## src/inc/fls_consts.vh

```
// Constants for the flash lock and status command sequencer
//
// Contract
// - 77h then D0h at a block's top even address clears that block's lock bit.
// - Ready flag is low while lock-set runs, high when it finishes.
// - 71h then D0h at a block address captures its lock state into query result.
// - One lock bit per block; 0 blocks program and erase, 1 permits both.
// - A lock bit returns to one only by erasing its block.
// - Lock-disable high treats all blocks unlocked; stored lock bits stay untouched.
// - With lock-disable high, erases ignore lock bits; erased blocks then read one.
// - Ready is 0 during program, erase, erase-all, lock-set, lock-query; reset value 1.
// - Status byte: bit 7 ready, bit 5 erase fail, bit 4 program fail.
// - In RAM rewrite mode reads return status after an operation until read-array.
// - Both failure flags reset to 0 and clear on clear-status.
// - Program, erase, erase-all, lock-set ignored while any failure flag is set.
// - Second cycle not D0h or FFh for lock-set or erases sets both flags.
// - FFh as second cycle cancels the command and enters array-read mode; program takes FFh as data instead.
// - Erase fail alone for erase of locked block or failed erase verify.
// - Program fail alone for locked program, failed program, failed lock-set.
// - With lock-disable high, no error for operations on locked blocks.
// - Commands are 16-bit writes; the upper byte of the code is ignored.
// - Code 50h clears both failure flags and their mirrors to 00b.
// - After 70h the next read returns the status byte.
`ifndef FLS_CONSTS_VH
`define FLS_CONSTS_VH

`define FLS_CMD_READ_ARRAY 8'hff
`define FLS_CMD_READ_STATUS 8'h70
`define FLS_CMD_CLEAR_STATUS 8'h50
`define FLS_CMD_PROGRAM 8'h40
`define FLS_CMD_ERASE 8'h20
`define FLS_CMD_ERASE_ALL 8'ha7
`define FLS_CMD_LOCK_SET 8'h77
`define FLS_CMD_LOCK_QUERY 8'h71
`define FLS_CMD_CONFIRM 8'hd0

`define FLS_ST_READY 7
`define FLS_ST_ERASE_FAIL 5
`define FLS_ST_PROGRAM_FAIL 4

`define FLS_NUM_BLK 16
`define FLS_BLK_MSB 15
`define FLS_BLK_LSB 12
`define FLS_BLK_A 15
`define FLS_ADDR_W 20

`define FLS_OP_PROGRAM 2'h0
`define FLS_OP_ERASE 2'h1
`define FLS_OP_ERASE_ALL 2'h2
`define FLS_OP_LOCK_SET 2'h3

`define FLS_LOCK_RESET 16'hffff
`define FLS_READY_RESET 1'b1
`define FLS_FAIL_RESET 1'b0

`endif

```

## src/fls_cmd_decode.v

```verilog
// Command code classifier for the low byte of a command write
`timescale 1ns/10ps
`include "fls_consts.vh"
module fls_cmd_decode (
  input wire [15:0] i_word,
  output wire o_read_array,
  output wire o_read_status,
  output wire o_clear_status,
  output wire o_program,
  output wire o_erase,
  output wire o_erase_all,
  output wire o_lock_set,
  output wire o_lock_query,
  output wire o_confirm
);
  wire [7:0] code;

  assign code = i_word[7:0];
  assign o_read_array = (code == `FLS_CMD_READ_ARRAY);
  assign o_read_status = (code == `FLS_CMD_READ_STATUS);
  assign o_clear_status = (code == `FLS_CMD_CLEAR_STATUS);
  assign o_program = (code == `FLS_CMD_PROGRAM);
  assign o_erase = (code == `FLS_CMD_ERASE);
  assign o_erase_all = (code == `FLS_CMD_ERASE_ALL);
  assign o_lock_set = (code == `FLS_CMD_LOCK_SET);
  assign o_lock_query = (code == `FLS_CMD_LOCK_QUERY);
  assign o_confirm = (code == `FLS_CMD_CONFIRM);
endmodule // fls_cmd_decode

```

## src/fls_lock_bits.v

```verilog
// Per-block lock bit store
`timescale 1ns/10ps
`include "fls_consts.vh"
module fls_lock_bits (
  input wire i_clk,
  input wire i_rstn,
  input wire [`FLS_NUM_BLK-1:0] i_clr_mask,
  input wire [`FLS_NUM_BLK-1:0] i_set_mask,
  output wire [`FLS_NUM_BLK-1:0] o_lock_bits
);
  // Stands in for the nonvolatile cells; reset models an erased array
  localparam [`FLS_NUM_BLK-1:0] LOCK_RST = `FLS_LOCK_RESET;
  genvar g;
  generate
    for (g = 0; g < `FLS_NUM_BLK; g = g + 1) begin : g_blk
      reg lock_bit;
      always @(posedge i_clk or negedge i_rstn) begin
        if (!i_rstn) begin
          lock_bit <= LOCK_RST[g];
        end else if (i_set_mask[g]) begin
          lock_bit <= 1'b1;
        end else if (i_clr_mask[g]) begin
          lock_bit <= 1'b0;
        end
      end
      assign o_lock_bits[g] = lock_bit;
    end
  endgenerate
endmodule // fls_lock_bits

```

## src/fls_sequencer.v

```verilog
// Flash command sequencer: lock bits, status byte and error flags
`timescale 1ns/10ps
`include "fls_consts.vh"
module fls_sequencer (
  input wire i_clk,
  input wire i_rstn,
  input wire i_wr,
  input wire i_rd,
  input wire [`FLS_ADDR_W-1:0] i_addr,
  input wire [15:0] i_wdata,
  input wire [15:0] i_array_data,
  input wire i_lock_disable_ctl,
  input wire i_ram_rewrite_mode,
  input wire i_pe_done,
  input wire i_pe_fail,
  output reg o_rd_valid,
  output reg [15:0] o_rdata,
  output reg o_pe_req,
  output reg [1:0] o_pe_op,
  output reg [`FLS_ADDR_W-1:0] o_pe_addr,
  output reg [15:0] o_pe_data,
  output reg [`FLS_NUM_BLK-1:0] o_pe_mask,
  output reg o_seq_ready_flag,
  output reg o_erase_fail_flag,
  output reg o_program_fail_flag,
  output reg o_lock_query_result,
  output reg o_status_mode
);
  // ------------------------------------------------------------
  // States and pending commands
  // ------------------------------------------------------------
  localparam ST_IDLE = 2'd0;
  localparam ST_ARM = 2'd1;
  localparam ST_RUN = 2'd2;
  localparam ST_QRY = 2'd3;

  localparam P_PRG = 3'd0;
  localparam P_ERS = 3'd1;
  localparam P_ERA = 3'd2;
  localparam P_LKS = 3'd3;
  localparam P_LKQ = 3'd4;

  reg [1:0] state;
  reg [1:0] next_state;
  reg [2:0] pend;
  reg [2:0] next_pend;
  reg next_req;
  reg [1:0] next_op;
  reg [`FLS_ADDR_W-1:0] next_pe_addr;
  reg [15:0] next_pe_data;
  reg [`FLS_NUM_BLK-1:0] next_mask;
  reg next_ready;
  reg next_qry;
  reg next_smode;
  reg set_ef;
  reg set_pf;
  reg clr_f;
  reg [`FLS_NUM_BLK-1:0] lock_clr;
  reg [`FLS_NUM_BLK-1:0] lock_set;

  wire is_rda;
  wire is_rds;
  wire is_clr;
  wire is_prg;
  wire is_ers;
  wire is_era;
  wire is_lks;
  wire is_lkq;
  wire is_cnf;
  wire [`FLS_NUM_BLK-1:0] lock_bits;
  wire [`FLS_NUM_BLK-1:0] eff_open;
  wire [`FLS_NUM_BLK-1:0] blk_onehot;
  wire [`FLS_NUM_BLK-1:0] all_mask;
  wire [3:0] blk;
  wire blk_open;
  wire any_fail;
  wire [7:0] status_byte;

  // ------------------------------------------------------------
  // Submodules
  // ------------------------------------------------------------
  fls_cmd_decode i_fls_cmd_decode (
    .i_word(i_wdata),
    .o_read_array(is_rda),
    .o_read_status(is_rds),
    .o_clear_status(is_clr),
    .o_program(is_prg),
    .o_erase(is_ers),
    .o_erase_all(is_era),
    .o_lock_set(is_lks),
    .o_lock_query(is_lkq),
    .o_confirm(is_cnf)
  );

  fls_lock_bits i_fls_lock_bits (
    .i_clk(i_clk),
    .i_rstn(i_rstn),
    .i_clr_mask(lock_clr),
    .i_set_mask(lock_set),
    .o_lock_bits(lock_bits)
  );

  // ------------------------------------------------------------
  // Lock view
  // ------------------------------------------------------------
  // Disable only masks the view; stored bits are never rewritten by it
  assign eff_open = lock_bits | {`FLS_NUM_BLK{i_lock_disable_ctl}};
  assign blk = i_addr[`FLS_BLK_MSB:`FLS_BLK_LSB];
  assign blk_open = eff_open[blk];
  assign blk_onehot = {{(`FLS_NUM_BLK-1){1'b0}}, 1'b1} << blk;
  // Erase-all never touches block A
  assign all_mask = eff_open & ~({{(`FLS_NUM_BLK-1){1'b0}}, 1'b1} << `FLS_BLK_A);
  assign any_fail = o_erase_fail_flag | o_program_fail_flag;

  assign status_byte = {o_seq_ready_flag, 1'b0, o_erase_fail_flag,
                        o_program_fail_flag, 4'h0};

  // ------------------------------------------------------------
  // Command sequencing
  // ------------------------------------------------------------
  always @* begin
    next_state = state;
    next_pend = pend;
    next_req = 1'b0;
    next_op = o_pe_op;
    next_pe_addr = o_pe_addr;
    next_pe_data = o_pe_data;
    next_mask = o_pe_mask;
    next_qry = o_lock_query_result;
    next_smode = o_status_mode;
    set_ef = 1'b0;
    set_pf = 1'b0;
    clr_f = 1'b0;
    lock_clr = {`FLS_NUM_BLK{1'b0}};
    lock_set = {`FLS_NUM_BLK{1'b0}};
    case (state)
      ST_IDLE: begin
        // Writes reach here only while ready
        if (i_wr) begin
          if (is_rda) begin
            next_smode = 1'b0;
          end else if (is_rds) begin
            next_smode = 1'b1;
          end else if (is_clr) begin
            clr_f = 1'b1;
          end else if (is_lkq) begin
            next_pend = P_LKQ;
            next_state = ST_ARM;
          end else if (!any_fail && (is_prg || is_ers || is_era || is_lks)) begin
            next_state = ST_ARM;
            if (is_prg) begin
              next_pend = P_PRG;
            end else if (is_ers) begin
              next_pend = P_ERS;
            end else if (is_era) begin
              next_pend = P_ERA;
            end else begin
              next_pend = P_LKS;
            end
          end
        end
      end
      ST_ARM: begin
        if (i_wr) begin
          next_state = ST_IDLE;
          if (pend == P_PRG) begin
            if (i_ram_rewrite_mode) begin
              next_smode = 1'b1;
            end
            if (blk_open) begin
              next_req = 1'b1;
              next_op = `FLS_OP_PROGRAM;
              next_pe_addr = i_addr;
              next_pe_data = i_wdata;
              next_mask = blk_onehot;
              next_state = ST_RUN;
            end else begin
              set_pf = 1'b1;
            end
          end else if (is_rda) begin
            next_smode = 1'b0;
          end else if (!is_cnf) begin
            if (pend != P_LKQ) begin
              set_ef = 1'b1;
              set_pf = 1'b1;
            end
          end else if (pend == P_LKQ) begin
            next_qry = lock_bits[blk];
            next_state = ST_QRY;
          end else begin
            if (i_ram_rewrite_mode) begin
              next_smode = 1'b1;
            end
            next_pe_addr = i_addr;
            if (pend == P_ERA) begin
              next_req = 1'b1;
              next_op = `FLS_OP_ERASE_ALL;
              next_mask = all_mask;
              next_state = ST_RUN;
            end else if (pend == P_ERS) begin
              if (blk_open) begin
                next_req = 1'b1;
                next_op = `FLS_OP_ERASE;
                next_mask = blk_onehot;
                next_state = ST_RUN;
              end else begin
                set_ef = 1'b1;
              end
            end else begin
              // Locking an already locked block is harmless
              next_req = 1'b1;
              next_op = `FLS_OP_LOCK_SET;
              next_mask = blk_onehot;
              next_state = ST_RUN;
            end
          end
        end
      end
      ST_RUN: begin
        if (i_pe_done) begin
          next_state = ST_IDLE;
          case (o_pe_op)
            `FLS_OP_PROGRAM: begin
              set_pf = i_pe_fail;
            end
            `FLS_OP_LOCK_SET: begin
              if (i_pe_fail) begin
                set_pf = 1'b1;
              end else begin
                lock_clr = o_pe_mask;
              end
            end
            default: begin
              if (i_pe_fail) begin
                set_ef = 1'b1;
              end else begin
                lock_set = o_pe_mask;
              end
            end
          endcase
        end
      end
      ST_QRY: begin
        next_state = ST_IDLE;
      end
      default: begin
        next_state = ST_IDLE;
      end
    endcase
    next_ready = (next_state != ST_RUN) && (next_state != ST_QRY);
  end

  // ------------------------------------------------------------
  // Registers
  // ------------------------------------------------------------
  always @(posedge i_clk or negedge i_rstn) begin
    if (!i_rstn) begin
      state <= ST_IDLE;
      pend <= P_PRG;
      o_pe_req <= 1'b0;
      o_pe_op <= `FLS_OP_PROGRAM;
      o_pe_addr <= {`FLS_ADDR_W{1'b0}};
      o_pe_data <= 16'h0000;
      o_pe_mask <= {`FLS_NUM_BLK{1'b0}};
      o_seq_ready_flag <= `FLS_READY_RESET;
      o_erase_fail_flag <= `FLS_FAIL_RESET;
      o_program_fail_flag <= `FLS_FAIL_RESET;
      o_lock_query_result <= 1'b0;
      o_status_mode <= 1'b0;
    end else begin
      state <= next_state;
      pend <= next_pend;
      o_pe_req <= next_req;
      o_pe_op <= next_op;
      o_pe_addr <= next_pe_addr;
      o_pe_data <= next_pe_data;
      o_pe_mask <= next_mask;
      o_seq_ready_flag <= next_ready;
      o_lock_query_result <= next_qry;
      o_status_mode <= next_smode;
      // A hardware set wins over a clear in the same cycle
      o_erase_fail_flag <= (o_erase_fail_flag & ~clr_f) | set_ef;
      o_program_fail_flag <= (o_program_fail_flag & ~clr_f) | set_pf;
    end
  end

  // ------------------------------------------------------------
  // Read path
  // ------------------------------------------------------------
  // Status comes from the flags before this edge, so a read in the
  // cycle a flag changes still shows the old value
  always @(posedge i_clk or negedge i_rstn) begin
    if (!i_rstn) begin
      o_rd_valid <= 1'b0;
      o_rdata <= 16'h0000;
    end else begin
      o_rd_valid <= i_rd;
      if (i_rd) begin
        if (o_status_mode) begin
          o_rdata <= {8'h00, status_byte};
        end else begin
          o_rdata <= i_array_data;
        end
      end
    end
  end
endmodule // fls_sequencer

```

## config.mk

```make
export PLATFORM = sky130hd
export DESIGN_NAME = fls_sequencer
export DESIGN_NICKNAME = d
export VERILOG_FILES = /design/src/fls_cmd_decode.v /design/src/fls_lock_bits.v /design/src/fls_sequencer.v
export VERILOG_INCLUDE_DIRS = /design/src /design/src/inc
export SDC_FILE = /design/constraint.sdc
export NUM_CORES = 1
export LEC_CHECK = 0
export ABC_CLOCK_PERIOD_IN_PS = 6000
export BUFFER_PORTS_ARGS = -buffer_cell sky130_fd_sc_hd__buf_4
export CAP_MARGIN = 20
export CORE_MARGIN = 2
export CORE_UTILIZATION = 45
export DETAILED_ROUTE_END_ITERATION = 10
export GPL_ROUTABILITY_DRIVEN = 0
export PLACE_DENSITY = 0.7
export SYNTH_ARGS = -nofsm -noshare
export SYNTH_HDL_FRONTEND = slang
export SYNTH_HIERARCHICAL = 1
export SYNTH_SLANG_ARGS = --single-unit
```

## constraint.sdc

```tcl
create_clock -name i_clk -period 6 [get_ports i_clk]
set_clock_uncertainty 0.2 [all_clocks]
set_input_delay 0.6 -clock i_clk [delete_from_list [all_inputs] [get_ports i_clk]]
set_output_delay 0.6 -clock i_clk [all_outputs]
set_load 0.03 [all_outputs]
```

# --- Yosys cells after proc, flatten, opt, wreduce, memory -nomap -nowiden ---
# Index checks and enable logic that the tools add are counted.
totals:
  regBits: 98
  latchBits: 0
  ram_bits: 0
  romBits: 0
  out_inout_bits: 77
  mem_count: 0
op_classes:
  add_sub_neg: 0
  multipliers: 0
  div: 0
  n_lt_le_gt_ge: 1
  n_eq_ne: 28
  shift: 1
  n_mux: 129
  n_bitwise: 11
  reduce_logical: 36
ops:
  columns: ["cell", "n"]
  rows:
  - ["$mux W16", 15]
  - ["$mux W20", 5]
  - ["$mux W1", 75]
  - ["$mux W2", 25]
  - ["$eq A8 B7 Y1 const B", 5]
  - ["$reduce_bool A2 Y1", 19]
  - ["$eq A8 B8 Y1 const B", 3]
  - ["$reduce_and A6 Y1", 4]
  - ["$or A16 B16 Y16", 1]
  - ["$shl A1 B4 Y16 const A", 1]
  - ["$ne A2 B2 Y1 const B", 7]
  - ["$bmux W1 S4", 2]
  - ["$eq A8 B6 Y1 const B", 1]
  - ["$ne A4 B3 Y1 const B", 2]
  - ["$pmux W1 S2", 4]
  - ["$pmux W2 S4", 1]
  - ["$reduce_and A7 Y1", 1]
  - ["$eq A2 B2 Y1 const B", 3]
  - ["$mux W3", 2]
  - ["$lt A4 B5 Y1 const B", 1]
  - ["$ne A5 B4 Y1 const B", 1]
  - ["$not A1 Y1", 5]
  - ["$reduce_and A5 Y1", 1]
  - ["$logic_not A2 Y1", 2]
  - ["other kinds (14)", 20]

# --- Logic depth before layout (Yosys ltp) ---
# Gate-level depths: netlist (run 1).
depth:
  depth_word: 14
  depth_mapped: 10

# --- Modules after synthesis ---
# Netlist (run 1), hierarchy kept.
modules_own_cells:
  columns: ["module", "instances", "cells_per_inst", "area_each_um2"]
  rows:
  - ["fls_sequencer", 1, 453, 4386.7]
  - ["fls_lock_bits", 1, 64, 720.7]
  - ["fls_cmd_decode", 1, 19, 112.6]

# --- Least setup slack after synthesis (run 1) ---
# No wires, ideal clock.
synth_timing:
  path_type: "input to register"
  startpoint: "in i_wdata[1]"
  endpoint: "reg o_pe_mask[10]"
  setup_time_ns: 0.116
  t_arrival_ns: 2.769
  required_time_ns: 5.684
  path_slack_ns: 2.915
  stages: 10
  n_path_buf: 2
  cell_sequence: "or4_4 nor3_1 nand2b_1 or2_2 a21oi_1 buf_2 and2_1 buf_1 o21ai_0 o311ai_0"
synth_between:
  elab_chain_cells: 3
  word_cells_on_any_way: 5
  classes_between: "eq/ne: 3; reduce/logical: 2"
synth_lines:
  columns: ["item", "line", "rtl"]
  rows:
  - ["from (decl)", "fls_sequencer.v:10", "input wire [15:0] i_wdata,"]
  - ["$eq A8 B8 Y1 (no source line)", null, null]
  - ["net is_cnf", "fls_sequencer.v:69", "wire is_cnf;"]
  - ["$reduce_bool A2 Y1 (no source line)", null, null]
  - ["$reduce_and A5 Y1 (no source line)", null, null]
  - ["to (signal assigned)", "fls_sequencer.v:264", "o_pe_mask <= {`FLS_NUM_BLK{1'b0}};"]
  - ["to (signal assigned)", "fls_sequencer.v:277", "o_pe_mask <= next_mask;"]
  - ["to (decl)", "fls_sequencer.v:22", "output reg [`FLS_NUM_BLK-1:0] o_pe_mask,"]
# The timed path passes the listed nets, and every way through them passes these cells.
# A chain may end at the register's enable or synchronous reset.

# --- Worst setup path in the final report (run 1) ---
layout_timing:
  startpoint: "in i_wdata[1]"
  endpoint: "reg o_pe_addr[8]"
layout_between:
  elab_chain_cells: 3
  word_cells_on_any_way: 5
  classes_between: "eq/ne: 3; reduce/logical: 2"
layout_lines:
  columns: ["item", "line", "rtl"]
  rows:
  - ["$eq A8 B8 Y1 (no source line)", null, null]
  - ["net is_cnf", "fls_sequencer.v:69", null]
  - ["$reduce_bool A2 Y1 (no source line)", null, null]
  - ["$reduce_and A6 Y1 (no source line)", null, null]
  - ["to (signal assigned)", "fls_sequencer.v:262", "o_pe_addr <= {`FLS_ADDR_W{1'b0}};"]
  - ["to (signal assigned)", "fls_sequencer.v:275", "o_pe_addr <= next_pe_addr;"]
  - ["to (decl)", "fls_sequencer.v:20", "output reg [`FLS_ADDR_W-1:0] o_pe_addr,"]
# The timed path passes the listed nets, and every way through them passes these cells.

==> results of run 1 <==
-- through the flow --
step	utilization (%)	setup WS, ns	instance area [sq um]
after global routing	56.9	1.57	6470
final	56.9	1.80	6470
after detailed placement	54.3	1.54	6170
after CTS	56.9	1.86	6470
after floorplan	-	2.92	5220
after global placement	54.3	1.65	6170
-- worst max-delay path, stage by stage --
cell      delay [ns]
buf_4           0.12
or4_4           0.56
nor3_1          0.48
nand2b_1        0.16
or2_2           0.32
a21oi_1         0.68
a21boi_4        0.93
mux2_4          0.36
-- flip-flops by register name, summed over array words and instances (netlist names), 2 cells and up --
| signal | cells |
|---|---|
| pend | 3 |
| o_pe_data | 16 |
| i_fls_lock_bits/g_blk.lock_bit | 16 |
| o_pe_mask | 16 |
| o_pe_op | 2 |
| o_pe_addr | 20 |
| state | 2 |
| o_rdata | 16 |
-- cells in the mapped netlist (all sizes together), types with 6 or more instances --
cell type / instances
nand2b: 9
a21o: 16
dfstp: 17
inv: 37
nand3b: 16
mux2: 24
o311ai: 7
clkbuf: 15
nor2: 28
nor2b: 6
and2: 33
a21oi: 10
dfrtp: 81
o221ai: 6
nor3: 16
buf: 27
nand2: 84
mux2i: 7
o21ai: 25
nor4: 8
nand3: 13
-- final cells by class --
type	instances	area, sq um
Fill cell	1041	4900
Timing Repair Buffer	137	1030
Inverter	37	139
Clock inverter	2	37.5
Multi-Input combinational cell	359	2350
Clock buffer	14	254
Tap cell	143	179
Sequential cell	98	2470
-- power by group --
group / switching, mW / leakage [nW] / total, mW / internal [mW]
logic: 0.694 / 1.77 / 1.16 / 0.467
registers: 0.149 / 1.23 / 0.998 / 0.849
clock network: 0.237 / 0.137 / 0.573 / 0.335
total: 1.08 / 3.14 / 2.73 / 1.65
-- cell usage in the layout, fill, tap and decap left out, types with 13 or more instances in the layout --
master and n:
buf_4 137, nand2_1 82, dfrtp_1 81, inv_1 37, and2_1 33, nor2_1 28
o21ai_0 25, mux2_4 20, dfstp_2 17, nand3b_1 16, a21o_1 16, nand3_1 13
nor3_1 13
-- cells by family (layout without fill, tap and decap cells) --
kind of cell,count (synthesis),count (layout)
buffers and inverters,79,190
AOI/OAI and AO/OA,95,95
muxes,33,33
adders and majority gates,4,4
and+or+nand+nor,227,227
DFF,98,98
-- layer usage --
layer	vias up	GRT usage, %
met3	15	4.14
met2	169	34.4
met4	0	7.90
li1	2036	-
met5	-	0
met1	2114	29.8
-- worst paths after layout --
kind | depth (start not counted) | end
setup reg to reg | 5 | o_pe_addr[8]$_DFFE_PN0P_
setup / recovery | 8 | o_pe_addr[8]$_DFFE_PN0P_
hold / removal | 1 | o_pe_data[0]$_DFFE_PN0P_
hold reg to reg | 2 | o_pe_data[13]$_DFFE_PN0P_
min in group i_clk | 3 | o_pe_data[8]$_DFFE_PN0P_
max in group asynchronous | 2 | o_rdata[11]$_DFFE_PN0P_
==> flow_metrics.py, run 1 <==
metrics = {
    "setup_path": {
        "arrival_ns": 4.22,
        "crit_type": "in2reg",
        "critical_path_required_ns": 6.02,
        "worstPathMaxFanout": 20,
        "worstSetupEndpointType": "flip-flop",
        "cp-start-kind": "primary input",
        "cp-startpoint": "i_wdata[1]",
        "r2r_slack_ns": 2.57,
        "worst_r2r_startpoint": "pend[2]$_DFFE_PN0P_",
    },
    "clock_tree": {
        "clk_pin_slew_ns": 0.06,
        "numCtsBuffers": 9,
        "clock_latency_ns": 0.34,
        "ctsHoldBuffers": 0,
        "tritoncts": "yes",
        "clock-sinks": 98,
        "htreeDepth": 3,
        "cts-resized-gates": 0,
        "clockBufferDepth": 2,
        "cts_setup_buffers": 0,
        "clockRootBuffer": "clkbuf_16",
    },
    "die": {
        "dieHeight_um": 112,
        "row_count": 39,
        "initial_core_util_pct": 45.9,
        "ios": 137,
        "die_w_um": 112,
        "die_area_sq_um": 12500,
        "core-area_sq_um": 11400,
    },
    "timing": {
        "fin_setup_tns_ns": 0,
        "worst_hold_slack_ns": 0.0704,
        "hold_violations": 0,
        "finalCritPeriodShare_pct": 69.9,
        "tightestPinTransition_ns": 1.04,
        "grt_setup_unrepaired": "no",
        "finalMaxSlewViolations": 0,
        "max_freq_mhz": 238,
        "slew_headroom_pct": 30.5,
        "setup_viol": 0,
        "layout_min_cycle_time_ns": 4.20,
    },
    "route": {
        "drt-met1-wl_um": 5800,
        "drc": 0,
        "routed_wl_um": 13100,
        "wl_met3_um": 823,
        "via_per_inst": 5.49,
        "drt_iter0_drc": 331,
        "drtAntennaViolNets": 0,
        "dr_total_vias": 4334,
        "highest_layer": "met4",
        "wl_met2_um": 6270,
        "wl_per_cell_um": 16.6,
        "firstDrtPassIters": 6,
    },
    "placed_design": {
        "dp_cells": 774,
        "dp_hpwl_um": 9260,
        "port_buffers": 136,
    },
    "power_and_ir_drop": {
        "pwr_density_cell_nw_per_um2": 422,
        "power_leakage_nw": 3.14,
        "power_mw": 2.73,
        "worst_ir_drop_vdd_mv": 0.239,
    },
    "layout": {
        "drive_gt1_share_pct": 31.4,
        "n_antenna_cell": 0,
        "fin_nets": 706,
        "areaGrowthSynthToFinish_pct": 23.9,
        "stdcell_count": 790,
    },
    "yosys": {
        "avgSynthCellArea_sq_um": 9.74,
        "synth_area_leaders": "dfrtp_1 (39%), dfstp_2 (8.6%), nand2_1 (5.9%)",
        "syn_nets": 600,
        "post-synth-top-area-cell": "dfrtp_1",
        "syn_area_sq_um": 5220,
        "synth_top_family_by_area": "simple AND/OR/NAND/NOR gates",
        "synth_compound_area_share_pct": 12.5,
        "yosysUniqueCellTypes": 53,
        "synth_ff_type": "dfrtp_1",
        "synth_top_cell_area_share_pct": 38.8,
        "seq_area_frac_synth_pct": 47.4,
        "netlist_instances": 536,
        "synth_edf_count": 0,
        "ys_ff_latch": 98,
        "async_flop_share_pct": 100,
        "synth_fa_ha_area_share_pct": 0.959,
        "synth-simple-area-share_pct": 22.3,
        "synthMuxAreaShare_pct": 8.96,
        "yosysWarnings": 6,
        "synth-xor-area-share_pct": 0,
    },
    "global_route": {
        "grt_pass1_wl_um": 21900,
        "antenna_found_initial": 0,
        "grt_overflow": 0,
        "grt_max_degree": 51,
        "grt_pass1_vias": 4338,
        "grt_usage_pct": 21.7,
    },
    "run_status": {
        "status": "completed",
    },
    "run": {
        "drv_cap": 0,
    },
    "worst_hold_path": {
        "min-delay-path-class": "in2async",
    },
}
Power figures use the tool's default switching activity.
==> inputs of run 2 (changes only) <==
ABC_CLOCK_PERIOD_IN_PS = 3360   (was 6000)
PLACE_DENSITY = 0.72   (was 0.7)
clock period = 3.36 ns   (was 6 ns; I/O delays follow)
==> run 2 against run 1 <==
  * Non-clock buffer count rose by 19
  * First-iteration DRC count rose by 9.1%
  * Count of clock-buffer cells in the layout fell by 4
  * Clock power rose by 73%
  * Via count fell by 0.14%
==> flow_metrics.py, run 2 (same netlist as run 1, synthesis figures left out) <==
metrics = {
    "clock_tree": {
        "clockBufferDepth": 2,
        "tritoncts": "yes",
        "numCtsBuffers": 9,
        "clock-sinks": 98,
        "clk_pin_slew_ns": 0.07,
        "clockRootBuffer": "clkbuf_16",
        "htreeDepth": 3,
        "cts_setup_buffers": 0,
        "clock_latency_ns": 0.34,
    },
    "setup_path": {
        "critical_path_required_ns": 3.41,
        "r2r_cells": 7,
        "worstSetupEndpointType": "flip-flop",
        "cp-start-kind": "flip-flop",
        "arrival_ns": 2.95,
        "worstPathMaxFanout": 19,
        "crit_type": "reg2reg",
    },
    "route": {
        "firstDrtPassIters": 5,
        "drt_iter0_drc": 361,
        "wl_per_cell_um": 16.1,
        "dr_total_vias": 4328,
        "via_per_inst": 5.35,
        "drtAntennaViolNets": 0,
        "drc": 0,
        "routed_wl_um": 13000,
    },
    "timing": {
        "layout_min_cycle_time_ns": 2.90,
        "setup_viol": 0,
        "tightestPinTransition_ns": 0.829,
        "grt_setup_unrepaired": "no",
        "fin_setup_tns_ns": 0,
        "worst_hold_slack_ns": 0.0190,
        "finalCritPeriodShare_pct": 86.3,
        "hold_violations": 0,
        "max_freq_mhz": 345,
        "finalMaxSlewViolations": 0,
        "slew_headroom_pct": 44.4,
    },
    "power_and_ir_drop": {
        "power.internal_mw": 2.90,
        "power.switching_mw": 1.98,
        "sequentialPowerShare_pct": 36.9,
        "worst_ir_drop_vdd_mv": 0.408,
        "combPwrFrac_pct": 42.8,
        "power_leakage_nw": 3.24,
        "pwr_density_cell_nw_per_um2": 735,
        "swShare_pct": 40.5,
        "power.share.clock_pct": 20.3,
    },
    "layout": {
        "fin_nets": 725,
        "multi_input_area_sq_um": 2350,
        "nFillCells": 1017,
        "largest_reg_flops": 20,
        "drive_gt1_share_pct": 32.6,
        "areaGrowthSynthToFinish_pct": 27.2,
        "layout_commonest_cell": "buf_4",
        "layout_common_cells": "buf_4 (146), nand2_1 (82), dfrtp_1 (81)",
        "seqCellArea_sq_um": 2470,
        "largest-register": "o_pe_addr",
        "n_antenna_cell": 0,
    },
    "die": {
        "die_area_sq_um": 12500,
        "initial_core_util_pct": 45.9,
        "core-area_sq_um": 11400,
        "die_w_um": 112,
        "row_count": 39,
        "dieHeight_um": 112,
        "ios": 137,
    },
    "worst_hold_path": {
        "holdPathStages": 3,
        "min-delay-path-class": "in2reg",
    },
    "global_route": {
        "grt_usage_pct": 21.2,
        "antenna_found_initial": 0,
        "grt_overflow": 0,
        "grt_max_degree": 60,
        "grt_pass1_vias": 4313,
        "grt_pass1_wl_um": 21600,
    },
    "run_status": {
        "status": "completed",
    },
    "run": {
        "drv_cap": 0,
    },
    "placed_design": {
        "port_buffers": 136,
        "dp_hpwl_um": 9390,
    },
}
-- run 2: timing repair --
action,in CTS,in global routing
hold buffers,9,0
resized for setup,0,0
hold endpoints to repair,56,0
-- run 2: worst paths after layout --
| kind | start | end | slack, ns |
|---|---|---|---|
| min in group asynchronous | i_rstn | o_rdata[12]$_DFFE_PN0P_ | 0.39 |
| hold / removal | i_wdata[1] | o_pe_data[1]$_DFFE_PN0P_ | 0.02 |
| setup / recovery | i_fls_lock_bits/g_blk[4].lock_bit$_DFFE_PN1P_ | o_pe_mask[2]$_DFFE_PN0P_ | 0.46 |
| max in group asynchronous | i_rstn | i_fls_lock_bits/g_blk[11].lock_bit$_DFFE_PN1P_ | 1.74 |
| hold reg to reg | o_pe_data[11]$_DFFE_PN0P_ | o_pe_data[11]$_DFFE_PN0P_ | 0.28 |
| setup reg to reg | i_fls_lock_bits/g_blk[4].lock_bit$_DFFE_PN1P_ | o_pe_mask[2]$_DFFE_PN0P_ | 0.46 |
-- run 2: metrics by stage --
stage | instance area [sq um] | instances | utilization, % | setup slack (ns) | total power, mW
2_1_floorplan | 5220 | 536 | - | 0.539 | 3.09
3_3_place_gp | 6260 | 784 | 55.1 | 0.407 | 3.84
3_5_place_dp | 6260 | 784 | 55.1 | 0.333 | 3.89
4_1_cts | 6640 | 809 | 58.4 | 0.463 | 4.90
5_1_grt | 6640 | 809 | 58.4 | 0.350 | 5.13
6_report | 6640 | 809 | 58.4 | 0.460 | 4.88
-- run 2: worst max-delay path: stages, from the launching register on --
cell	delay [ns]
dfstp_2	0.57
mux2i_1	0.08
a22oi_2	0.22
nand4b_2	0.22
and3_1	0.36
nor3_4	0.64
nand2_1	0.23
o211ai_1	0.27
-- run 2: layer usage --
metal	vias up	part of all wire, %	track usage (%)
met5	-	0	0
met4	0	1.1	6.58
met3	14	5.5	3.48
met2	149	48	33.9
li1	2074	-	-
met1	2091	45	29.7
-- run 2: area by class of cell --
type	instances	share of cell area, %
clock inverter	6	0.716
timing repair buffer	156	18.2
sequential	98	37.3
clock buffer	10	3.60
tap	143	2.70
multi-input combinational	359	35.5
inverter	37	2.09
-- run 2: power groups by stage --
stage | sequential, mW | clock [mW] | combinational [mW]
2_1_floorplan | 2.34 | 0 | 0.750
3_3_place_gp | 1.80 | 0 | 2.04
3_5_place_dp | 1.81 | 0 | 2.08
4_1_cts | 1.80 | 1.01 | 2.09
5_1_grt | 1.85 | 1.07 | 2.22
6_report | 1.80 | 0.991 | 2.09
